<file path="src/include/rab_pkg.sv">
// Purpose: Shared constants and carriers for the register attribute bank.
// Assumes: Byte-wide registers with 16-bit addresses.
// Notes: The serial engine and the storage controller share one clock.
package rab_pkg;

    ////////////////////////////////////////////////////////////////////////
    localparam logic [15:0] RAB_ADDR_CONFIG = 16'h0000;
    localparam logic [15:0] RAB_ADDR_READSEL = 16'h0004;
    localparam logic [15:0] RAB_ADDR_UPDATE = 16'h0005;
    localparam logic [15:0] RAB_ADDR_BUF_SER = 16'h0100;
    localparam logic [15:0] RAB_ADDR_BUF_SYS = 16'h0101;
    localparam logic [15:0] RAB_ADDR_STATUS = 16'h0102;

    ////////////////////////////////////////////////////////////////////////
    localparam logic [7:0] RAB_RST_CONFIG = 8'h10;
    localparam logic [7:0] RAB_RST_BUF_SER = 8'h00;
    localparam logic [7:0] RAB_RST_BUF_SYS = 8'h00;
    localparam int RAB_CFG_SOFT_RST_BIT = 5;
    localparam int RAB_READSEL_BIT = 0;
    localparam int RAB_UPDATE_BIT = 0;
    localparam int RAB_STAT_UPD_BIT = 0;
    localparam int RAB_STAT_PEND_BIT = 1;

    ////////////////////////////////////////////////////////////////////////
    localparam int RAB_SYS_DIV = 32;

    ////////////////////////////////////////////////////////////////////////
    typedef struct packed {
        logic wr;
        logic rd;
        logic [15:0] addr;
        logic [7:0] data;
    } rab_req_type;

    typedef struct packed {
        logic busy;
        logic load;
        logic store;
        logic [15:0] addr;
        logic [7:0] data;
    } rab_ee_type;

endpackage

</file>
<file path="src/hdl/rab_update_div.sv">
// Purpose: Holds a buffered update until the next system clock / 32 tick.
// Assumes: req_in is a single-cycle pulse on the same clock.
// Notes: fire_out pulses for one cycle when the held update is released.
module rab_update_div
    import rab_pkg::*;
#(
    parameter int DIV_RATIO = RAB_SYS_DIV
)
(
    input wire logic sys_clk_in,
    input wire logic sys_rst_in,
    input wire logic req_in,
    output logic fire_out,
    output logic pending_out
);

    localparam int CW = $clog2(DIV_RATIO);
    localparam logic [CW-1:0] LAST = CW'(DIV_RATIO - 1);

    // A ratio below two leaves no counter bits to wrap.
    if (DIV_RATIO < 2)
    begin : g_ratio_check
        $error("DIV_RATIO must be at least 2.");
    end

    logic [CW-1:0] cnt_q, cnt_d;
    logic pend_q, pend_d;
    logic fire_q, fire_d;

    ////////////////////////////////////////////////////////////////////////
    always_comb
    begin
        cnt_d = (cnt_q == LAST) ? '0 : cnt_q + CW'(1);
        fire_d = 1'b0;
        pend_d = pend_q;
        if (pend_q && cnt_q == LAST)
        begin
            fire_d = 1'b1;
            pend_d = 1'b0;
        end
        if (req_in)
            pend_d = 1'b1;
    end

    always_ff @(posedge sys_clk_in)
    begin
        if (sys_rst_in)
        begin
            cnt_q <= '0;
            pend_q <= 1'b0;
            fire_q <= 1'b0;
        end
        else
        begin
            cnt_q <= cnt_d;
            pend_q <= pend_d;
            fire_q <= fire_d;
        end
    end

    assign fire_out = fire_q;
    assign pending_out = pend_q;

endmodule

</file>
<file path="src/hdl/rab_bank.sv">
// Purpose: Byte register bank with live, buffered, read-only, autoclear
//          and storage-excluded attribute classes.
// Assumes: Requests come from the serial engine on the same clock.
// Notes: Read data answers one cycle after a read request.
//
// Contract
// - Writes to unmapped addresses are ignored and change nothing.
// - Autoclear bits clear themselves once their action is done.
// - Excluded registers are neither stored to nor loaded from storage.
// - Live registers take effect at the write, no update needed.
// - Read-only registers read back but ignore writes.
// - Serial-class buffers copy to active on the serial-side update.
// - System-class buffers copy to active on the system clock / 32 tick.
// - Writing one to update bit 0 transfers all buffered values.
module rab_bank
    import rab_pkg::*;
(
    input wire logic sys_clk_in,
    input wire logic sys_rst_in,
    input wire rab_req_type host_req_in,
    input wire rab_ee_type ee_req_in,
    output logic [7:0] rd_data_out,
    output logic rd_valid_out,
    output logic [7:0] ee_data_out,
    output logic ee_ok_out,
    output logic [7:0] config_out,
    output logic [7:0] active_ser_out,
    output logic [7:0] active_sys_out
);

    ////////////////////////////////////////////////////////////////////////
    function automatic logic excluded(input logic [15:0] a);
        excluded = (a == RAB_ADDR_CONFIG) || (a == RAB_ADDR_UPDATE)
            || (a == RAB_ADDR_STATUS) || (a == RAB_ADDR_READSEL);
    endfunction

    function automatic logic mapped(input logic [15:0] a);
        mapped = excluded(a) || (a == RAB_ADDR_BUF_SER)
            || (a == RAB_ADDR_BUF_SYS);
    endfunction

    logic [7:0] cfg_q, cfg_d;
    logic sel_q, sel_d;
    logic upd_q, upd_d;
    logic [7:0] bser_q, bser_d, aser_q, aser_d;
    logic [7:0] bsys_q, bsys_d, asys_q, asys_d;
    logic [7:0] rdat_q, rdat_d;
    logic rval_q, rval_d;
    logic [7:0] edat_q, edat_d;
    logic eok_q, eok_d;
    logic fire, pending;
    logic [7:0] status;
    logic host_wr;

    rab_update_div #(.DIV_RATIO(RAB_SYS_DIV)) u_div (
        .sys_clk_in(sys_clk_in),
        .sys_rst_in(sys_rst_in),
        .req_in(upd_q),
        .fire_out(fire),
        .pending_out(pending)
    );

    ////////////////////////////////////////////////////////////////////////
    always_comb
    begin
        status = 8'h00;
        status[RAB_STAT_UPD_BIT] = upd_q;
        status[RAB_STAT_PEND_BIT] = pending;
        // The storage controller owns the bank while it runs.
        host_wr = host_req_in.wr && !ee_req_in.busy;
        cfg_d = cfg_q;
        sel_d = sel_q;
        upd_d = upd_q;
        bser_d = bser_q;
        aser_d = aser_q;
        bsys_d = bsys_q;
        asys_d = asys_q;
        if (upd_q)
        begin
            aser_d = bser_q;
            upd_d = 1'b0;
        end
        if (fire)
            asys_d = bsys_q;
        if (cfg_q[RAB_CFG_SOFT_RST_BIT])
        begin
            cfg_d[RAB_CFG_SOFT_RST_BIT] = 1'b0;
            sel_d = 1'b0;
            bser_d = RAB_RST_BUF_SER;
            bsys_d = RAB_RST_BUF_SYS;
        end
        if (ee_req_in.load && !excluded(ee_req_in.addr))
        begin
            unique case (ee_req_in.addr)
                RAB_ADDR_BUF_SER: bser_d = ee_req_in.data;
                RAB_ADDR_BUF_SYS: bsys_d = ee_req_in.data;
                default: ;
            endcase
        end
        if (host_wr && mapped(host_req_in.addr))
        begin
            unique case (host_req_in.addr)
                RAB_ADDR_CONFIG: cfg_d = host_req_in.data;
                RAB_ADDR_READSEL: sel_d = host_req_in.data[RAB_READSEL_BIT];
                RAB_ADDR_UPDATE:
                    upd_d = upd_d | host_req_in.data[RAB_UPDATE_BIT];
                RAB_ADDR_BUF_SER: bser_d = host_req_in.data;
                RAB_ADDR_BUF_SYS: bsys_d = host_req_in.data;
                default: ;
            endcase
        end
    end

    ////////////////////////////////////////////////////////////////////////
    always_comb
    begin
        rval_d = host_req_in.rd;
        rdat_d = 8'h00;
        if (host_req_in.rd)
        begin
            unique case (host_req_in.addr)
                RAB_ADDR_CONFIG: rdat_d = cfg_q;
                RAB_ADDR_READSEL: rdat_d = {7'h00, sel_q};
                RAB_ADDR_UPDATE: rdat_d = {7'h00, upd_q};
                RAB_ADDR_BUF_SER: rdat_d = sel_q ? bser_q : aser_q;
                RAB_ADDR_BUF_SYS: rdat_d = sel_q ? bsys_q : asys_q;
                RAB_ADDR_STATUS: rdat_d = status;
                default: rdat_d = 8'h00;
            endcase
        end
        eok_d = 1'b0;
        edat_d = 8'h00;
        if (ee_req_in.store && mapped(ee_req_in.addr)
            && !excluded(ee_req_in.addr))
        begin
            eok_d = 1'b1;
            edat_d = (ee_req_in.addr == RAB_ADDR_BUF_SER) ? bser_q : bsys_q;
        end
    end

    ////////////////////////////////////////////////////////////////////////
    always_ff @(posedge sys_clk_in)
    begin
        if (sys_rst_in)
        begin
            cfg_q <= RAB_RST_CONFIG;
            sel_q <= 1'b0;
            upd_q <= 1'b0;
            bser_q <= RAB_RST_BUF_SER;
            aser_q <= RAB_RST_BUF_SER;
            bsys_q <= RAB_RST_BUF_SYS;
            asys_q <= RAB_RST_BUF_SYS;
            rdat_q <= 8'h00;
            rval_q <= 1'b0;
            edat_q <= 8'h00;
            eok_q <= 1'b0;
        end
        else
        begin
            cfg_q <= cfg_d;
            sel_q <= sel_d;
            upd_q <= upd_d;
            bser_q <= bser_d;
            aser_q <= aser_d;
            bsys_q <= bsys_d;
            asys_q <= asys_d;
            rdat_q <= rdat_d;
            rval_q <= rval_d;
            edat_q <= edat_d;
            eok_q <= eok_d;
        end
    end

    assign rd_data_out = rdat_q;
    assign rd_valid_out = rval_q;
    assign ee_data_out = edat_q;
    assign ee_ok_out = eok_q;
    assign config_out = cfg_q;
    assign active_ser_out = aser_q;
    assign active_sys_out = asys_q;

    ////////////////////////////////////////////////////////////////////////
    logic quiet_ee;
    assign quiet_ee = !ee_req_in.load && !cfg_q[RAB_CFG_SOFT_RST_BIT];

    a_unmapped_write: assert property (@(posedge sys_clk_in)
        disable iff (sys_rst_in)
        host_req_in.wr && !mapped(host_req_in.addr) && quiet_ee && !upd_q
        |=> $stable(cfg_q) && $stable(bser_q) && $stable(bsys_q)
            && $stable(sel_q))
        else $error("Unmapped write changed a register.");

    a_update_clear: assert property (@(posedge sys_clk_in)
        disable iff (sys_rst_in)
        upd_q && !(host_wr && host_req_in.addr == RAB_ADDR_UPDATE)
        |=> !upd_q)
        else $error("Update bit did not clear itself.");

    a_ee_excluded: assert property (@(posedge sys_clk_in)
        disable iff (sys_rst_in)
        ee_req_in.store && excluded(ee_req_in.addr) |=> !ee_ok_out)
        else $error("Excluded register was stored.");

    a_live_write: assert property (@(posedge sys_clk_in)
        disable iff (sys_rst_in)
        host_wr && host_req_in.addr == RAB_ADDR_CONFIG
        |=> config_out == $past(host_req_in.data))
        else $error("Live write did not take effect at once.");

    a_status_read: assert property (@(posedge sys_clk_in)
        disable iff (sys_rst_in)
        host_req_in.rd && host_req_in.addr == RAB_ADDR_STATUS
        |=> rd_valid_out && rd_data_out[RAB_STAT_PEND_BIT] == $past(pending))
        else $error("Read-only register read wrong.");

    a_ser_transfer: assert property (@(posedge sys_clk_in)
        disable iff (sys_rst_in)
        upd_q |=> active_ser_out == $past(bser_q))
        else $error("Serial-class transfer missed.");

    a_sys_transfer: assert property (@(posedge sys_clk_in)
        disable iff (sys_rst_in)
        fire |=> active_sys_out == $past(bsys_q))
        else $error("System-class transfer missed.");

    a_update_start: assert property (@(posedge sys_clk_in)
        disable iff (sys_rst_in)
        host_wr && host_req_in.addr == RAB_ADDR_UPDATE
        && host_req_in.data[RAB_UPDATE_BIT]
        |=> upd_q ##1 pending ##[1:32] fire)
        else $error("Update write did not run both transfers.");

    c_update: cover property (@(posedge sys_clk_in) disable iff (sys_rst_in)
        upd_q ##[1:40] fire);
    c_soft_reset: cover property (@(posedge sys_clk_in)
        disable iff (sys_rst_in) cfg_q[RAB_CFG_SOFT_RST_BIT]);
    c_ee_load: cover property (@(posedge sys_clk_in) disable iff (sys_rst_in)
        ee_req_in.load && !excluded(ee_req_in.addr));

endmodule

</file>
<file path="config.mk">
export PLATFORM = sky130hd
export DESIGN_NAME = rab_bank
export DESIGN_NICKNAME = d
export VERILOG_FILES = /design/src/include/rab_pkg.sv /design/src/hdl/rab_update_div.sv /design/src/hdl/rab_bank.sv
export SDC_FILE = /design/constraint.sdc
export NUM_CORES = 1
export LEC_CHECK = 0
export ABC_AREA = 1
export BUFFER_PORTS_ARGS = -buffer_cell sky130_fd_sc_hd__buf_4
export CAP_MARGIN = 10
export CORE_MARGIN = 2
export CORE_UTILIZATION = 45
export DETAILED_ROUTE_END_ITERATION = 6
export HOLD_SLACK_MARGIN = 0.05
export PLACE_DENSITY = 0.77
export SYNTH_ARGS = -nofsm -noshare
export SYNTH_HDL_FRONTEND = slang
export SYNTH_SLANG_ARGS = --single-unit
</file>
<file path="constraint.sdc">
create_clock -name sys_clk_in -period 1.31 [get_ports sys_clk_in]
set_clock_uncertainty 0.05 [all_clocks]
set_input_delay 0.262 -clock sys_clk_in [delete_from_list [all_inputs] [get_ports sys_clk_in]]
set_output_delay 0.262 -clock sys_clk_in [all_outputs]
set_load 0.1 [all_outputs]
</file>
## Word level (Yosys, flattened, before mapping)

Cells that the tools add are included.
W data, S select, Z words.

| word-level totals | value |
|---|---|
| register bits after elaboration | 67 |
| bits of input ports | 55 |
| output and inout bits | 42 |
| word-level logic and storage cells | 80 |

| cells by class | value |
|---|---|
| add/sub/neg operators | 1 |
| eq/ne operators | 11 |
| muxes and demuxes | 21 |
| bitwise operators | 5 |
| reduce and logical (&&, ||, !) cells | 27 |

Operator list:

| operator | count |
|---|---|
| $mux W8 | 13 |
| $eq A16 B9 Y1 const B | 6 |
| $eq A16 B3 Y1 const B | 4 |
| $pmux W8 S6 | 1 |
| $logic_not A16 Y1 | 2 |
| $logic_or A1 B1 Y1 | 10 |
| $mux W1 | 7 |
| $logic_and A1 B1 Y1 | 6 |
| $reduce_or A2 Y1 | 3 |
| $reduce_or A3 Y1 | 2 |
| $add A5 B1 Y5 const B | 1 |
| $eq A5 B5 Y1 const B | 1 |
| $not A1 Y1 | 5 |
| $logic_not A1 Y1 | 2 |
| $reduce_and A2 Y1 | 1 |
| $reduce_bool A2 Y1 | 1 |

## Logic depth before layout (Yosys ltp)

| depth | value |
|---|---|
| word-level depth | 10 |
| gate-level depth with buffers | 13 |
| depth with buffers taken out | 13 |

## Cells and area by module

Synthesis repeated with hierarchy kept, for this count alone.

| unflattened totals | value |
|---|---|
| cell total of the unflattened synthesis | 560 |
| area, all modules | 3786.1 µm² |

Modules (own cells, without submodules):

| module | instances | cells an instance | area an instance (µm²) |
|---|---|---|---|
| rab_bank | 1 | 531 | 3527.1 |
| rab_update_div | 1 | 29 | 259.0 |

## Worst setup path before layout

No wires, ideal clock.

| timing path | value |
|---|---|
| kind | register to register |
| start | register cfg_q[5], in the netlist config_out[5] |
| end | register bser_q[0] |
| library setup time | 0.109 ns |
| data arrival time | 1.916 ns |
| path slack | -0.765 ns |
| stages on the path, launching flop included | 10 |
| buffers on the path | 2 |
| clock period less this slack | 2.075 ns |
| path through | dfxtp_1 -> clkbuf_1 -> clkbuf_1 -> nor2_1 -> nand2_1 -> nand2_1 -> nand2_1 -> nand3_1 -> nand2_1 -> inv_1 |

| on the way | value |
|---|---|
| longest elaborated chain between the ends | 5 |

Ends and longest elaborated chain:

| item | line | text |
|---|---|---|
| start, declared | rab_bank.sv:42 | `logic [7:0] cfg_q, cfg_d;` |
| start signal, assigned | rab_bank.sv:160 | `cfg_q <= cfg_d;` |
| $mux W8 * | rab_bank.sv:85 | `if (cfg_q[RAB_CFG_SOFT_RST_BIT])` |
| $mux W8 | rab_bank.sv:94 | `unique case (ee_req_in.addr)` |
| $mux W8 * | rab_bank.sv:92 | `if (ee_req_in.load && !excluded(ee_req_in.addr))` |
| $mux W8 | rab_bank.sv:102 | `unique case (host_req_in.addr)` |
| $mux W8 * | rab_bank.sv:100 | `if (host_wr && mapped(host_req_in.addr))` |
| end signal, assigned | rab_bank.sv:163 | `bser_q <= bser_d;` |
| end, declared | rab_bank.sv:45 | `logic [7:0] bser_q, bser_d, aser_q, aser_d;` |

Mark *: on every way between the ends. The rest lies on a longest branch, timed or not.
A chain may end at the register's enable or synchronous reset.

## Worst setup path after layout

| timing path | value |
|---|---|
| start | register u_div.cnt_q[1] |
| end | register u_div.cnt_q[2] |

| on the way | value |
|---|---|
| longest elaborated chain between the ends | 2 |

Ends and longest elaborated chain:

| item | line | text |
|---|---|---|
| start, declared | rab_update_div.sv:26 | `logic [CW-1:0] cnt_q, cnt_d;` |
| start signal, assigned | rab_update_div.sv:55 | `cnt_q <= cnt_d;` |
| parallel branches: the longest is 2 deep, another holds $add A5 B1 Y5 | - |  |

Parallel ways; which one is timed is not known.

==> summary.md <==
| Metric | Value |
|---|---|
| Crit path launch type | flip-flop |
| Final Critical Period | 1.32 ns |
| Total I/O pin count | 97 |
| PD cells | 727 mW/mm² |
| Gate Count Post-Synth | 605 |
| Die X | 97.1 µm |
| CTS Root Cell | clkbuf_8 |
| Worst-path clk slew | 0.07 ns |
| Rows | 33 |
| Failing checks | setup timing |
| Yosys warnings | 0 |
| Die area | 0.00944 mm² |
| Synth Register Bits | 67 |
| WHS Path Cells | 3 |
| Maxcap violations | 0 |
| R2R cell count | 7 |
| Status | finished, violations left |
| # setup viols final | 2 |
| Core area | 0.00830 mm² |
| Async SR Flop Fraction | 0 |
| Sink Count | 67 |
| # fillers | 630 |
| RSZ-0062 raised after global routing | yes |
| Dpl hpwl | 9130 µm |
| Placer Congestion | 0.927 |
| Worst slew pin tran | 0.541 ns |
| Final #Nets | 807 |
| Slew Limit Headroom | 0.639 |
| Die Y | 97.1 µm |
| Number of global-route vias before repair | 4025 |
| Final Hold Fails | 0 |
| Buffers on Ports | 96 |
| CP required | 1.51 ns |
| Register area share after synthesis | 0.344 |
| Minimum hold slack | 0.111 ns |
| Post-synth EDFFs | 0 |
| WL per Instance | 15.2 µm |
| Dominant synthesized flop cell | dfxtp_1 |
| Worst path arrival time | 1.52 ns |
| Type of the worst setup path | flip-flop to flip-flop |
| Util after Layout | 0.726 |
| Total leakage power | 2.76 nW |
| Worst setup EP type | flip-flop |
| Total grt overflow | 0 |
| Hold buffers post-CTS | 0 |
| Setup slack at placement | -0.356 ns |
| Max Clock Freq | 756 MHz |
| VDD IR max | 615 µV |
| Design area | 0.00602 mm² |
| Setup TNS | -0.0229 ns |
| First drt pass iteration count | 6 |
| Starting Density | 0.470 |
| Class of the worst hold path | input pin to flip-flop |
| # DRC | 0 |
| Post-Syn Nets | 662 |
| CTS Buf Count | 9 |
| DRT iter0 DRCs | 293 |
| DR vias | 4515 |
| Ant diodes | 0 |
| Synth Area per Inst | 6.45 µm² |
| Final WS setup | -0.0132 ns |
| WL final | 13000 µm |
| Period utilization | 1.01 |
| CTS tree | yes |
| Global-route usage over all layers | 0.245 |
| CP Max Fanout | 2 |
| First-pass GRT wire length | 18800 µm |
| Avg Vias per Cell | 5.25 |
| Antenna violations before repair | 0 |
| Clk_lat worst skew | 0.35 ns |
| Clock Path Buffers | 2 |
| Layout cells sized above 1 | 0.426 |
| Synth unique cells | 38 |
| Area Growth Syn to Fin | 54.3% |
| ANT nets after route | 0 |
| Largest net degree at the start of global routing | 30 |
| Placed cell area | 0.00518 mm² |
| H-tree levels | 3 |
| Synth Cell Area | 0.00390 mm² |
| Fin. max-slew vios | 0 |
cell usage after synthesis (3+ instances only):
| cell type | instances | area [µm²] |
|---|---|---|
| a21oi_1 | 22 | 110 |
| a21oi_2 | 8 | 70.1 |
| a31oi_1 | 4 | 25.0 |
| buf_2 | 5 | 25.0 |
| buf_6 | 5 | 56.3 |
| clkbuf_1 | 10 | 37.5 |
| dfxtp_1 | 67 | 1340 |
| inv_1 | 83 | 312 |
| inv_2 | 9 | 33.8 |
| nand2_1 | 154 | 578 |
| nand2_2 | 7 | 43.8 |
| nand3_1 | 40 | 200 |
| nand3_2 | 3 | 30.0 |
| nand3_4 | 4 | 70.1 |
| nand4_1 | 16 | 100 |
| nor2_1 | 99 | 372 |
| nor2_2 | 5 | 31.3 |
| nor2_4 | 7 | 78.8 |
| nor3_1 | 3 | 15.0 |
| o21ai_0 | 27 | 135 |
| o22ai_1 | 4 | 25.0 |
where the power goes:
part / switching (W) / internal, W / leakage, nW / total, W
sequential: 0.00000870 / 0.00204 / 0.553 / 0.00205
combinational: 0.000252 / 0.000220 / 2.11 / 0.000472
clock: 0.000860 / 0.000999 / 0.101 / 0.00186
worst paths after layout:
check	slack, ns	startpoint	to
hold reg to reg	0.42	bsys_q[4]$_SDFF_PP0_	ee_data_out[4]$_SDFF_PP0_
hold / removal	0.11	host_req_in[24]	rd_valid_out$_SDFF_PP0_
setup reg to reg	-0.01	u_div.cnt_q[1]$_SDFF_PP0_	u_div.cnt_q[2]$_SDFF_PP0_
setup / recovery	-0.01	u_div.cnt_q[1]$_SDFF_PP0_	u_div.cnt_q[2]$_SDFF_PP0_
flip-flops by register name, summed over array words and instances, names as in the netlist:
| register | count |
|---|---|
| ee_ok_out | 1 |
| bser_q | 8 |
| ee_data_out | 8 |
| active_sys_out | 8 |
| sel_q | 1 |
| bsys_q | 8 |
| active_ser_out | 8 |
| u_div.pending_out | 1 |
| config_out | 8 |
| upd_q | 1 |
| rd_valid_out | 1 |
| u_div.cnt_q | 5 |
| u_div.fire_out | 1 |
| rd_data_out | 8 |
what timing repair did:
action                                  CTS  global route
buffers inserted                          9             9
endpoints found under the setup margin   18            49
pin swaps                                 1            37
resized for setup                        22            92
cloned                                    0             4
stage by stage:
step	std cells	power [W]
after floorplan	605	0.00226
after global placement	822	0.00249
after detailed placement	822	0.00250
after CTS	847	0.00433
after global routing	860	0.00449
final	860	0.00438
logic make-up (layout without fill, tap and decap cells):
| group | count (synthesis) | in the layout | share of synthesized area |
|---|---|---|---|
| AOI/OAI and AO/OA | 71 | 71 | 0.107 |
| buffers and inverters | 118 | 265 | 0.128 |
| DFF | 67 | 67 | 0.344 |
| muxes | 1 | 1 | 0.00256 |
| adders and majority gates | 2 | 2 | 0.00641 |
| and+or+nand+nor | 346 | 349 | 0.412 |
critical path: stages (launching register included):
cell and delay [ns]:
dfxtp_2 0.36, ha_4 0.15, nand2_4 0.06, buf_4 0.13
buf_4 0.12, buf_4 0.12, buf_4 0.11, nor3b_1 0.12
per-layer routing:
| layer | vias to the layer above | GRT usage | part of all wire |
|---|---|---|---|
| met4 | 0 | 0.0823 | 0.028 |
| li1 | 2188 | - | - |
| met1 | 2064 | 0.307 | 0.40 |
| met3 | 41 | 0.0561 | 0.089 |
| met2 | 222 | 0.415 | 0.49 |
| met5 | - | 0 | 0 |
layout make-up:
type / count / area (µm²) / area share
well taps: 105 / 131 / 0.0218
repair buffers: 153 / 1390 / 0.231
inverters: 96 / 388 / 0.0644
clock inverters: 5 / 58.8 / 0.00976
flip-flops and latches: 67 / 1380 / 0.228
clock buffers: 11 / 153 / 0.0253
multi-input cells: 423 / 2530 / 0.420
placed cells by master, fill, tap and decap left out, types with 2 or more instances in the layout:
master      netlist  layout
nand2_8           1       3
buf_4             2     116
buf_6             5      23
buf_8             0       2
nand2_1         154     137
nand4_1          16      16
nor2_2            5      19
nand2_4           2       8
a211oi_1          2       2
o22ai_1           4       4
nand3_1          40      33
ha_4              0       2
clkinvlp_4        0       2
dfxtp_1          67      41
nor3_2            2       4
nand2_2           7      17
inv_4             2       4
inv_2             9      13
nand3_2           3       5
clkbuf_8          0       9
a21oi_4           1       2
nor2_1           99      63
inv_1            83      75
a31oi_1           4       4
buf_12            0      10
o21ai_0          27      27
inv_6             0       2
nand3_4           4      11
dfxtp_2           0      25
nor2_4            7      29
a21oi_1          22      22
clkbuf_16         0       2
a21oi_2           8       7
No activity file was read; power rests on OpenSTA's default activity.
